File: src/rtl/ssr_pkg.sv
// Summary of operation
// - An eight-bit serial-in parallel-out shift register feeds an eight-bit storage register.
// - Shift and storage registers each have their own clock and their own overriding clear.
// - The cascade output carries the last shift stage for chaining devices.
// - Both clocks act only on their rising edges.
// - With both clocks tied, storage takes the shift contents from before the same edge.
// - While shift clear is low all shift stages are zero regardless of other inputs.
// - On a shift rising edge stage 0 takes serial in and each stage takes its predecessor.
// - A falling shift clock edge leaves the shift stages unchanged.
// - While store clear is low all storage bits are zero regardless of other inputs.
// - On a storage rising edge the storage register loads all shift stages at once.
// - A falling storage clock edge leaves the storage register unchanged.
package ssr_pkg;
    // ------------------------------------------------------------
    // Sizes and reset values
    // ------------------------------------------------------------
    localparam int WIDTH = 8;
    localparam int FIFO_DEPTH = 16;
    localparam logic [WIDTH-1:0] RESET_VAL = 8'h00;
    localparam int SYNC_STAGES = 2;

    // Pin group from the controller, sampled together
    typedef struct packed {
        logic serial_in;
        logic shift_clock;
        logic shift_clear_n;
        logic store_clock;
        logic store_clear_n;
    } ssr_pins_s;
endpackage : ssr_pkg

File: src/rtl/ssr_fifo.sv
`timescale 1ns/1ps
module ssr_fifo #(
    parameter int WIDTH = 8,
    parameter int DEPTH = 16
) (
    input wire logic i_mclk,
    input wire logic i_rst,
    input wire logic i_wvalid,
    output logic o_wready,
    input wire logic [WIDTH-1:0] i_wdata,
    output logic o_rvalid,
    input wire logic i_rready,
    output logic [WIDTH-1:0] o_rdata
);
    localparam int AW = $clog2(DEPTH);
    initial begin
        if (DEPTH < 2 || (1 << AW) != DEPTH) begin
            $error("ssr_fifo depth must be a power of two");
        end
    end
    logic [WIDTH-1:0] mem [DEPTH];
    logic [AW:0] wp_q;
    logic [AW:0] rp_q;
    logic push;
    logic pop;
    // ------------------------------------------------------------
    // Pointers; extra bit tells full from empty
    // ------------------------------------------------------------
    assign o_wready = (wp_q - rp_q) != (AW+1)'(DEPTH);
    assign o_rvalid = wp_q != rp_q;
    assign push = i_wvalid && o_wready;
    assign pop = o_rvalid && i_rready;
    assign o_rdata = mem[rp_q[AW-1:0]];
    // Pointer update
    always_ff @(posedge i_mclk) begin
        if (i_rst) begin
            wp_q <= '0;
            rp_q <= '0;
        end else begin
            if (push) wp_q <= wp_q + 1'b1;
            if (pop) rp_q <= rp_q + 1'b1;
        end
    end
    // Storage array, no reset needed
    always_ff @(posedge i_mclk) begin
        if (push) mem[wp_q[AW-1:0]] <= i_wdata;
    end
endmodule : ssr_fifo

File: src/rtl/ssr_top.sv
`timescale 1ns/1ps
module ssr_top #(
    parameter int WIDTH = ssr_pkg::WIDTH,
    parameter int DEPTH = ssr_pkg::FIFO_DEPTH
) (
    input wire logic i_mclk,
    input wire logic i_rst,
    input wire ssr_pkg::ssr_pins_s i_pins,
    output logic o_cascade_out,
    output logic [WIDTH-1:0] o_parallel_out,
    output logic o_word_valid,
    input wire logic i_word_ready,
    output logic [WIDTH-1:0] o_word_data,
    output logic o_overrun
);
    import ssr_pkg::*;
    initial begin
        if (WIDTH < 2) begin
            $error("ssr_top width must be at least two");
        end
    end
    // ------------------------------------------------------------
    // Pin synchronisers, two flops before any use
    // ------------------------------------------------------------
    ssr_pins_s s1_q;
    ssr_pins_s s2_q;
    ssr_pins_s s3_q;
    always_ff @(posedge i_mclk) begin
        if (i_rst) begin
            s1_q <= '0;
            s2_q <= '0;
            s3_q <= '0;
        end else begin
            s1_q <= i_pins;
            s2_q <= s1_q;
            s3_q <= s2_q;
        end
    end
    logic sh_rise;
    logic st_rise;
    // Rising edges only; falling edges do nothing
    assign sh_rise = s2_q.shift_clock && !s3_q.shift_clock;
    assign st_rise = s2_q.store_clock && !s3_q.store_clock;

    // ------------------------------------------------------------
    // Shift register
    // ------------------------------------------------------------
    logic [WIDTH-1:0] shift_q;
    // Clear overrides the clock; independent of the storage side
    always_ff @(posedge i_mclk) begin
        if (i_rst) begin
            shift_q <= WIDTH'(RESET_VAL);
        end else if (!s2_q.shift_clear_n) begin
            shift_q <= WIDTH'(RESET_VAL);
        end else if (sh_rise) begin
            shift_q <= {shift_q[WIDTH-2:0], s2_q.serial_in};
        end
    end

    // ------------------------------------------------------------
    // Storage register and outputs
    // ------------------------------------------------------------
    logic [WIDTH-1:0] store_q;
    logic casc_q;
    // Loads old shift_q, so tied clocks lag by one pulse
    always_ff @(posedge i_mclk) begin
        if (i_rst) begin
            store_q <= WIDTH'(RESET_VAL);
        end else if (!s2_q.store_clear_n) begin
            store_q <= WIDTH'(RESET_VAL);
        end else if (st_rise) begin
            store_q <= shift_q;
        end
    end
    assign o_parallel_out = store_q;
    // Cascade follows last stage one cycle later, from a flop
    always_ff @(posedge i_mclk) begin
        if (i_rst) begin
            casc_q <= 1'b0;
        end else begin
            casc_q <= shift_q[WIDTH-1];
        end
    end
    assign o_cascade_out = casc_q;

    // ------------------------------------------------------------
    // Word stream: each storage load is queued for the core side unless the queue is full
    // ------------------------------------------------------------
    logic f_ready;
    logic f_valid;
    logic [WIDTH-1:0] f_data;
    logic push_q;
    logic ovr_q;
    // Push follows the load so the queued word equals the outputs
    always_ff @(posedge i_mclk) begin
        if (i_rst) begin
            push_q <= 1'b0;
        end else begin
            push_q <= st_rise && s2_q.store_clear_n;
        end
    end
    // Pins cannot be stalled, so a full queue is flagged sticky
    always_ff @(posedge i_mclk) begin
        if (i_rst) begin
            ovr_q <= 1'b0;
        end else if (push_q && !f_ready) begin
            ovr_q <= 1'b1;
        end
    end
    assign o_overrun = ovr_q;
    ssr_fifo #(.WIDTH(WIDTH), .DEPTH(DEPTH)) u_fifo (
        .i_mclk(i_mclk),
        .i_rst(i_rst),
        .i_wvalid(push_q),
        .o_wready(f_ready),
        .i_wdata(store_q),
        .o_rvalid(f_valid),
        .i_rready(i_word_ready),
        .o_rdata(f_data)
    );
    assign o_word_valid = f_valid;
    assign o_word_data = f_data;
endmodule : ssr_top

File: config.mk
export PLATFORM = sky130hd
export DESIGN_NAME = ssr_top
export DESIGN_NICKNAME = d
export VERILOG_FILES = /design/src/rtl/ssr_pkg.sv /design/src/rtl/ssr_fifo.sv /design/src/rtl/ssr_top.sv
export SDC_FILE = /design/constraint.sdc
export NUM_CORES = 1
export LEC_CHECK = 0
export BUFFER_PORTS_ARGS = -buffer_cell sky130_fd_sc_hd__buf_2
export CAP_MARGIN = 20
export CORE_MARGIN = 1.5
export CORE_UTILIZATION = 50
export CTS_BUF_LIST = sky130_fd_sc_hd__clkbuf_16
export DETAILED_ROUTE_END_ITERATION = 10
export PLACE_DENSITY = 0.67
export RECOVER_POWER = 50
export SLEW_MARGIN = 20
export SYNTH_ARGS = -nofsm -noshare
export SYNTH_HDL_FRONTEND = slang
export SYNTH_SLANG_ARGS = --single-unit
export TNS_END_PERCENT = 5
File: constraint.sdc
create_clock -name i_mclk -period 3.4 [get_ports i_mclk]
set_input_delay 0 -clock i_mclk [delete_from_list [all_inputs] [get_ports i_mclk]]
set_output_delay 0 -clock i_mclk [all_outputs]
set_load 0.1 [all_outputs]
==> flow_results.org, run 1 <==
** Run status
- Status :: completed

** Floorplan
- The die covers 14000 µm².
- After floorplanning, the core was divided into 42 placement rows.
- The die is 118 µm wide.
- IO Count :: 27
- Std-Cell Core Area :: 13100 µm²
- Effective utilization at floorplan :: 50.8%
- Die Ht :: 118 µm

** Worst hold path
- The worst hold path belongs to the class in -> reg.
- Number of cells traversed by the worst hold path :: 2
- Hold Path Origin :: i_rst
- Worst Hold End :: u_fifo.rp_q[4]$_SDFFE_PP0N_

** STA
- Number of failing setup endpoints in the final timing report :: 0
- Tcrit/Tclk final :: 83.1%
- Achievable Freq :: 354 MHz
- Counting I/O delays and the setup requirement, the final critical path takes 2830 ps.
- Final Skew :: 8.33 ps
- Setup repair after global routing left no endpoint under its margin.
- Slew of the pin with the lowest slew margin :: 1160 ps
- The final hold violation count came to 0.
- Max-slew headroom :: 23.2%
- Setup total negative slack on the finished layout was measured at 0 ps.
- Max-slew violation count :: 0

** Clock tree
- Post-CTS resize count :: 0
- The cell sitting at the root of the clock tree is a clkbuf_16.
- Number of sinks on the clock net :: 173
- # H-tree levels :: 4
- The later pin in the worst-skew pair is clocked with a latency of 430 ps.
- Clock tree buffer depth :: 2
- TritonCTS clock tree :: built
- TritonCTS created 17 clock buffers.
- Worst-path clk slew :: 60 ps

** Synthesis
- The share of the Yosys chip area taken by registers is 71.2%.
- In this run the cell area of the synthesized design comes to 6670 µm².
- Commonest cells in the synthesized netlist :: 128 x edfxtp_1, 45 x dfxtp_1, 40 x mux4_2
- Number of nets in the synthesized netlist :: 405
- Top area cells in the synthesized netlist :: edfxtp_1 58%, dfxtp_1 14%, mux4_2 14%, nand2_1 2.0%, nor2b_1 1.8%
- Number of warning messages in the yosys log :: 0
- Cell type contributing the most total cell area after synthesis :: edfxtp_1
- Most used standard cell by instance count after synthesis :: edfxtp_1
- EDFF count, synth :: 128
- After synthesis the netlist holds a flip-flop and latch count of 173.
- Mean post-synth cell area :: 17.2 µm²
- The netlist uses 37 different library cells.
- Proportion of netlist area held by the largest area contributor :: 57.6%
- In the synthesized netlist the dominant register cell turns out to be edfxtp_1.
- Share of flip-flops with an asynchronous set or reset :: 0%
- Synthesis produced a netlist whose cell count is 388.

** Drt
- Count of unresolved DRC violations after routing :: 0
- Post-route ant nets :: 0
- Using the TritonRoute via totals, the vias-per-cell ratio works out to 5.49.
- Routed Wire Length :: 12.7 mm
- DR vias :: 3377
- The first detailed-routing pass took 4 iterations.
- Average wire per standard cell :: 20.6 µm
- Initial drt markers :: 369

** Pwr
- Sequential cell fraction of total power :: 54.7%
- The share of total power dissipated in combinational logic is 1.4%.
- For this design the static power due to leakage is 0.00257 µW.
- The analysis attributes to net switching a power of 881 µW.
- Pwr dens :: 539 nW/µm²
- The clock network burns 43.9% of the power.
- Highest ir drop seen on vdd :: 415 µV
- Of the total power, the share spent switching nets is 21.5%.
- Internal portion of total power :: 3220 µW

** Placed design
- Cell area after placement :: 7020 µm²
- Routability-driven placement finished with a final weighted congestion of 0.810.
- HPWL reported at the end of detailed placement :: 8.44 mm
- Total of buffers placed on input and output ports :: 26

** Cells and area
- Filler Cell Count :: 1025
- The net count of the finished layout is 443.
- The number of antenna diodes in the final layout is 0.
- From synthesis to final layout, the design area changed by 14.1%.
- Share of final-layout standard cells stronger than drive strength 1 :: 24.6%
- Fin area :: 7610 µm²

** Critical path
- The worst setup path is captured at an output port.
- STA classifies the critical path startpoint as a register.
- At the worst endpoint, the arrival time is 2830 ps.
- Along the worst path, the maximum fanout reaches 18.
- Reg-to-reg startpoint :: u_fifo.wp_q[0]$_SDFFE_PP0P_
- Measured in cells, the most critical reg-to-reg path has a length of 9.
- WS Path Type :: reg -> out
- End of the worst register-to-register path :: u_fifo.mem[13][6]$_DFFE_PP_
- Worst EP required :: 3400 ps
- R2R Setup Slk :: 750 ps

** Global routing
- Total Routing Usage GR :: 19.6%
- Number of global-route vias before repair :: 3401
- Entering global routing, the biggest net connects 33 pins.
- Global-route wire length before repair :: 19.7 mm
- After global routing the overflow that remains totals 0.
- The number of antenna violations at the first check in global routing came to 0.

** Flow run
- Max-cap violations in this run came to 0.
layout by cell type (no fill, tap or decap), types with 5 or more instances in the layout:
cell type	instances
nor2_1	13
a21oi_1	21
nand2b_1	6
dfxtp_1	44
and3_1	14
inv_6	5
ha_1	9
mux4_2	40
clkbuf_1	6
clkbuf_16	17
nor2b_1	19
buf_2	23
inv_1	6
clkinv_4	5
dlygate4sd3_1	5
nand2_1	36
edfxtp_1	128
cell type report:
class	count	area, µm²	share of cell area, %
clock buffer	17	425	5.59
clock inverter	15	130	1.71
inverter	6	22.5	0.296
multi-input combinational	189	1830	24.0
sequential	173	4750	62.4
tap	176	220	2.89
timing repair buffer	39	238	3.12
state kept, by name, indices dropped and copies added, names as in the netlist, named ones only:
signal and flops:
s2_q 5, shift_q 8, s3_q 2, u_fifo.wp_q 5
o_parallel_out 8, s1_q 5, u_fifo.mem 128, o_cascade_out 1
o_overrun 1, u_fifo.rp_q 5, push_q 1
kinds of logic (layout without fill, tap and decap cells):
family                     Yosys count  in the layout  synth area share, %
DFF                                173            173                 71.2
and+or+nand+nor                    103            103                 8.13
muxes                               43             43                 14.0
AOI/OAI and AO/OA                   28             28                 2.59
buffers and inverters               26             77                 1.54
adders and majority gates            9              9                 1.69
xor gates and xnor gates             6              6                0.901
what timing repair did:
action / 4_1_cts / 5_1_grt
hold buffers: 5 / 0
endpoints found under the hold margin: 5 / 0
buffers inserted: 0 / 0
per-layer routing:
layer	part of all wire, %	routed length (µm)	GRT usage (%)	vias up
met5	0	0	0	-
met4	1.6	206	7.45	0
met3	7.3	926	5.02	18
met2	48	6040	29.9	122
met1	43	5480	27.4	1674
li1	-	-	-	1563
critical path, stage by stage (launching register included):
cell and delay, ps:
dfxtp_2 780, buf_12 260, mux4_2 540, mux4_2 490, buf_2 310
through the flow:
step | total power (µW) | util, % | cells | hold WS [ps] | worst slack (ps)
5_1_grt | 4220 | 57.9 | 615 | 47.7 | 428
3_5_place_dp | 2340 | 53.4 | 578 | 214 | 752
4_1_cts | 4130 | 58.0 | 615 | 12.0 | 516
2_1_floorplan | 2330 | - | 388 | 128 | 677
6_report | 4100 | 57.9 | 615 | 14.8 | 574
3_3_place_gp | 2340 | 53.4 | 578 | 208 | 818
worst max-delay path by stage:
stage,endpoint,start,cells after the start
6_report,o_word_data[0],register,4
3_3_place_gp,u_fifo.mem[12][5]$_DFFE_PP_,u_fifo.rp_q[1]$_SDFFE_PP0N_,9
3_5_place_dp,u_fifo.mem[2][1]$_DFFE_PP_,u_fifo.wp_q[0]$_SDFFE_PP0P_,9
5_1_grt,o_word_data[0],register,4
2_1_floorplan,u_fifo.mem[3][0]$_DFFE_PP_,u_fifo.rp_q[1]$_SDFFE_PP0N_,7
4_1_cts,o_word_data[0],register,4
power by group through the flow:
stage	registers (µW)	clock network, µW	logic (µW)
floorplan	2290	0	43.4
global placement	2290	0	50.9
detailed placement	2290	0	51.9
CTS	2250	1830	56.3
global route	2250	1920	59.9
finish	2250	1800	55.6
(Power assumes the default switching activity.)
==> inputs of run 2 (changes only) <==
--- a/config.mk
+++ b/config.mk
@@ -5,13 +5,14 @@
 export SDC_FILE = /design/constraint.sdc
 export NUM_CORES = 1
 export LEC_CHECK = 0
+export ABC_AREA = 1
 export BUFFER_PORTS_ARGS = -buffer_cell sky130_fd_sc_hd__buf_2
 export CAP_MARGIN = 20
 export CORE_MARGIN = 1.5
 export CORE_UTILIZATION = 50
 export CTS_BUF_LIST = sky130_fd_sc_hd__clkbuf_16
 export DETAILED_ROUTE_END_ITERATION = 10
-export PLACE_DENSITY = 0.67
+export PLACE_DENSITY = 0.69
 export RECOVER_POWER = 50
 export SLEW_MARGIN = 20
 export SYNTH_ARGS = -nofsm -noshare
==> constraint.sdc (replaced) <==
create_clock -name i_mclk -period 2.35 [get_ports i_mclk]
set_input_delay 0 -clock i_mclk [delete_from_list [all_inputs] [get_ports i_mclk]]
set_output_delay 0 -clock i_mclk [all_outputs]
set_load 0.1 [all_outputs]
==> run 2 against run 1 <==
Via count increased by 45%. Sequential share of layout area decreased by 4.1 points. Total power increased by 70%. Critical path depth increased by 6. Setup slack got worse by 490 ps. Final area increased by 7.1%. Critical path type is now reg -> reg. Largest cell class unchanged. Largest power group unchanged.
==> flow_results.org, run 2 <==
** Synthesis
- By area, the combinational part of the netlist is dominated by simple AND/OR/NAND/NOR gates.
- The share of the Yosys chip area taken by registers is 68.3%.
- In the post-synthesis netlist, the cell with the most instances is nor2_1.
- EDFF count, synth :: 128
- Post-synthesis instance total :: 626
- During synthesis, Yosys emitted a total of 0 warnings.
- Fraction of the mapped netlist area in simple logic gates :: 13.4%
- Counting instances in the post-synthesis netlist gives the leading cell types as 138 x nor2_1, 128 x edfxtp_1, 81 x o21ai_0.
- When the netlist entered floorplanning its net count stood at 643.
- Post-synthesis compound-gate area fraction :: 11.7%
- The synthesized design contains 173 register bits.
- In this run, distinct cell masters in the synthesized netlist total 25.
- Counting flops with an async set or reset pin after synthesis yields a share of 0%.
- Of the post-synthesis cell area, the dominant cell type holds 55.3%.
- Each instance of the synthesized netlist takes up on average 11.1 µm².
- The synthesized netlist devotes 0.252% of its cell area to XOR and XNOR gates.
- Summed instance area of the synthesized netlist :: 6950 µm²
- After Yosys synthesis, full adders, half adders and majority gates account for 1.62% of the synthesized area.
- Flip-flop cell with the highest count after synthesis :: edfxtp_1
- Of the post-synthesis cell area, the part taken by muxes is 0%.
- Sorting the synthesized cells by area gives the leading types as edfxtp_1 55%, dfxtp_1 13%, nor2_1 7.5%, o21ai_0 5.8%, o211ai_1 3.5%.
- The largest total area in the synthesized netlist belongs to edfxtp_1.

** Clock tree
- The clock passes through at most 2 buffers.
- # H-tree levels :: 4
- TritonCTS Buffers :: 17
- Clk Tree Root Cell :: clkbuf_16
- TritonCTS clock tree :: built
- Clock latency of the later-clocked register in the worst-skew pair :: 430 ps
- Clock-pin slew was measured on the worst setup and hold paths at 60 ps.
- The clock net in this run drives a total of 173 sinks.

** Critical path
- WS Path Type :: reg -> reg
- Setup crit start kind :: register
- The worst setup path is captured at a register.
- Reg-to-reg startpoint :: u_fifo.rp_q[2]$_SDFFE_PP0N_
- The endpoint identified for the worst register-to-register timing path is u_fifo.mem[9][1]$_DFFE_PP_.
- Crit path max fanout :: 16
- Data arrival, critical path :: 2400 ps
- The critical path ends at u_fifo.mem[9][1]$_DFFE_PP_.
- Measured in cells, the most critical reg-to-reg path has a length of 10.
- Worst EP required :: 2480 ps
- In this run the worst setup path begins at u_fifo.rp_q[2]$_SDFFE_PP0N_.
- The setup check on the worst reg-to-reg path leaves a slack of 90 ps.

** Cells and area
- The net count of the finished layout is 702.
- Total inserted antenna cells :: 0
- Leaving out fill and tap cells, the most frequent cells in the layout are 138 x nor2_1, 128 x edfxtp_1, 81 x o21ai_0.
- Compared with the post-synthesis result, the final layout area differs by 17.3%.
- In the final layout, the multi-input gates occupy 1880 µm².
- In the final layout, flip-flops and latches occupy 4750 µm².
- The register with the most flip-flops in the layout has 128 of them.
- In the final layout, the share of cells above drive strength 1 is 13.8%.
- Filler Cell Count :: 1090
- Most common cell after layout, fill and taps aside :: nor2_1

** Drt
- The final route contains 4893 vias.
- Routed Wire Length :: 16.2 mm
- For this block, the initial DRC count from the detailed router was 492.
- The count of nets left with antenna violations once routing finished came out at 0.
- For this run, the detailed router's first-pass iteration total came to 5.
- Average wire per standard cell :: 18.6 µm
- In the routed design, unresolved DRC markers number 0.
- After detailed routing, the number of vias per cell comes to 5.60.

** STA
- After routing, the total negative slack on setup checks comes to 0 ps.
- Measured against its own limit, the worst slew margin works out to 54.8%.
- Smallest hold slack :: 403 ps
- In the post-route analysis, the smallest setup slack over all paths is 87.1 ps.
- Setup repair after global routing missed its margin :: true
- Achievable Freq :: 442 MHz
- Post-layout minimum cycle time :: 2260 ps
- Slew of the pin with the lowest slew margin :: 676 ps
- Setup violations remaining at the end of the flow were counted as 0.
- Across the routed clock network, the largest skew measured is 9.73 ps.
- The number of slew-limit violations in the final report was 0.
- Tcrit/Tclk final :: 96.3%
- The final hold violation count is 0.

** Pwr
- In this run, the clock network consumes 41.7% of the power.
- Leak :: 0.00282 µW
- Of the total power, the share spent switching nets is 25.0%.
- Sequential cell fraction of total power :: 46.9%
- Cell internal power was estimated by the tool at 5240 µW.
- The design draws 6990 µW.
- Highest ir drop seen on vdd :: 501 µV
- Pwr dens :: 857 nW/µm²
- In this run the power spent charging and discharging nets is 1750 µW.
- Power share of the combinational group :: 11.4%

** Floorplan
- 27 I/O pins were placed.
- The core region is 13400 µm².
- The die is 121 µm tall.
- Full die area :: 14600 µm²
- Rows :: 42
- Once the floorplan was initialized, standard cells occupied 51.8% of the core.
- Die Wd :: 121 µm

** Worst hold path
- Hold crit path type :: reg -> reg

** Placed design
- Weighted congestion reported at the end of routability-driven placement :: 0.823
- At the placement stage, the worst setup path has a slack of 152 ps.
- Total of buffers placed on input and output ports :: 26
- HPWL reported at the end of detailed placement :: 10.7 mm

** Flow run
- Number of maximum-capacitance violations :: 0

** Global routing
- In the global route stage, overall resource usage came out at 24.0%.
- Initial antenna violation count :: 0
- Global-route wire length before repair :: 25.9 mm
- The via count of the first global-routing pass was 4870.
- After global routing the overflow that remains totals 0.
- Pin count of the biggest net entering global routing :: 65

** Run status
- Status :: completed
[run 2: critical path, cell delays in order, from the launching register on]
cell     delay [ps]
dfxtp_1         360
inv_1            80
ha_1            370
a21oi_1         180
nand3_1         110
nand2_2         110
nor2_4           50
nand2_4          70
nand2_4         100
nor3_1          300
buf_4           240
[run 2: cell type report]
cell class	instances	area share (%)
clock buffers	17	5.22
repair buffers	71	6.20
well taps	176	2.70
inverters	46	2.18
clock inverters	15	2.41
flip-flops and latches	173	58.2
multi-input cells	376	23.0
[run 2: power groups by stage]
| stage | logic, µW | registers (µW) | clock network, µW |
|---|---|---|---|
| finish | 794 | 3280 | 2920 |
| global route | 863 | 3280 | 3070 |
| CTS | 783 | 3280 | 2960 |
| detailed placement | 757 | 3340 | 0 |
| global placement | 747 | 3340 | 0 |
| floorplan | 607 | 3340 | 0 |
[run 2: cell families (layout without fill, tap and decap cells)]
family / Yosys count / after routing
and+or+nand+nor: 219 / 219
DFF: 173 / 173
AOI/OAI and AO/OA: 146 / 146
buffers and inverters: 77 / 149
adders and majority gates: 9 / 9
xor gates and xnor gates: 2 / 2
[run 2: timing repair]
action	CTS	global route
buffers inserted	0	0
gates resized for setup	4	6
hold buffers	13	0
hold endpoints to repair	19	0
cloned	0	0
setup endpoints to repair	8	77
[run 2: metal layers]
metal	up-vias	global-route usage, %	part of all wire [%]
li1	2298	-	-
met1	2399	30.0	42
met2	174	41.5	50
met3	22	4.89	5.5
met4	0	8.90	1.9
met5	-	0	0
[run 2: worst min-delay path by stage]
stage | start | end | slack, ps | cells after the start
5_1_grt | s1_q[1]$_SDFF_PP0_ | s2_q[1]$_SDFF_PP0_ | 420 | 2
3_3_place_gp | i_pins[4] | s1_q[4]$_SDFF_PP0_ | 210 | 3
6_report | s1_q[1]$_SDFF_PP0_ | s2_q[1]$_SDFF_PP0_ | 400 | 2
2_1_floorplan | i_pins[0] | s1_q[0]$_SDFF_PP0_ | 110 | 2
3_5_place_dp | i_pins[1] | s1_q[1]$_SDFF_PP0_ | 210 | 3
4_1_cts | s1_q[1]$_SDFF_PP0_ | s2_q[1]$_SDFF_PP0_ | 400 | 2
[run 2: metrics by stage]
stage | util [%] | instances | area (µm²)
finish | 60.8 | 874 | 8150
global route | 60.8 | 874 | 8150
CTS | 60.9 | 874 | 8170
detailed placement | 55.2 | 829 | 7400
global placement | 55.2 | 829 | 7400
floorplan | - | 626 | 6950
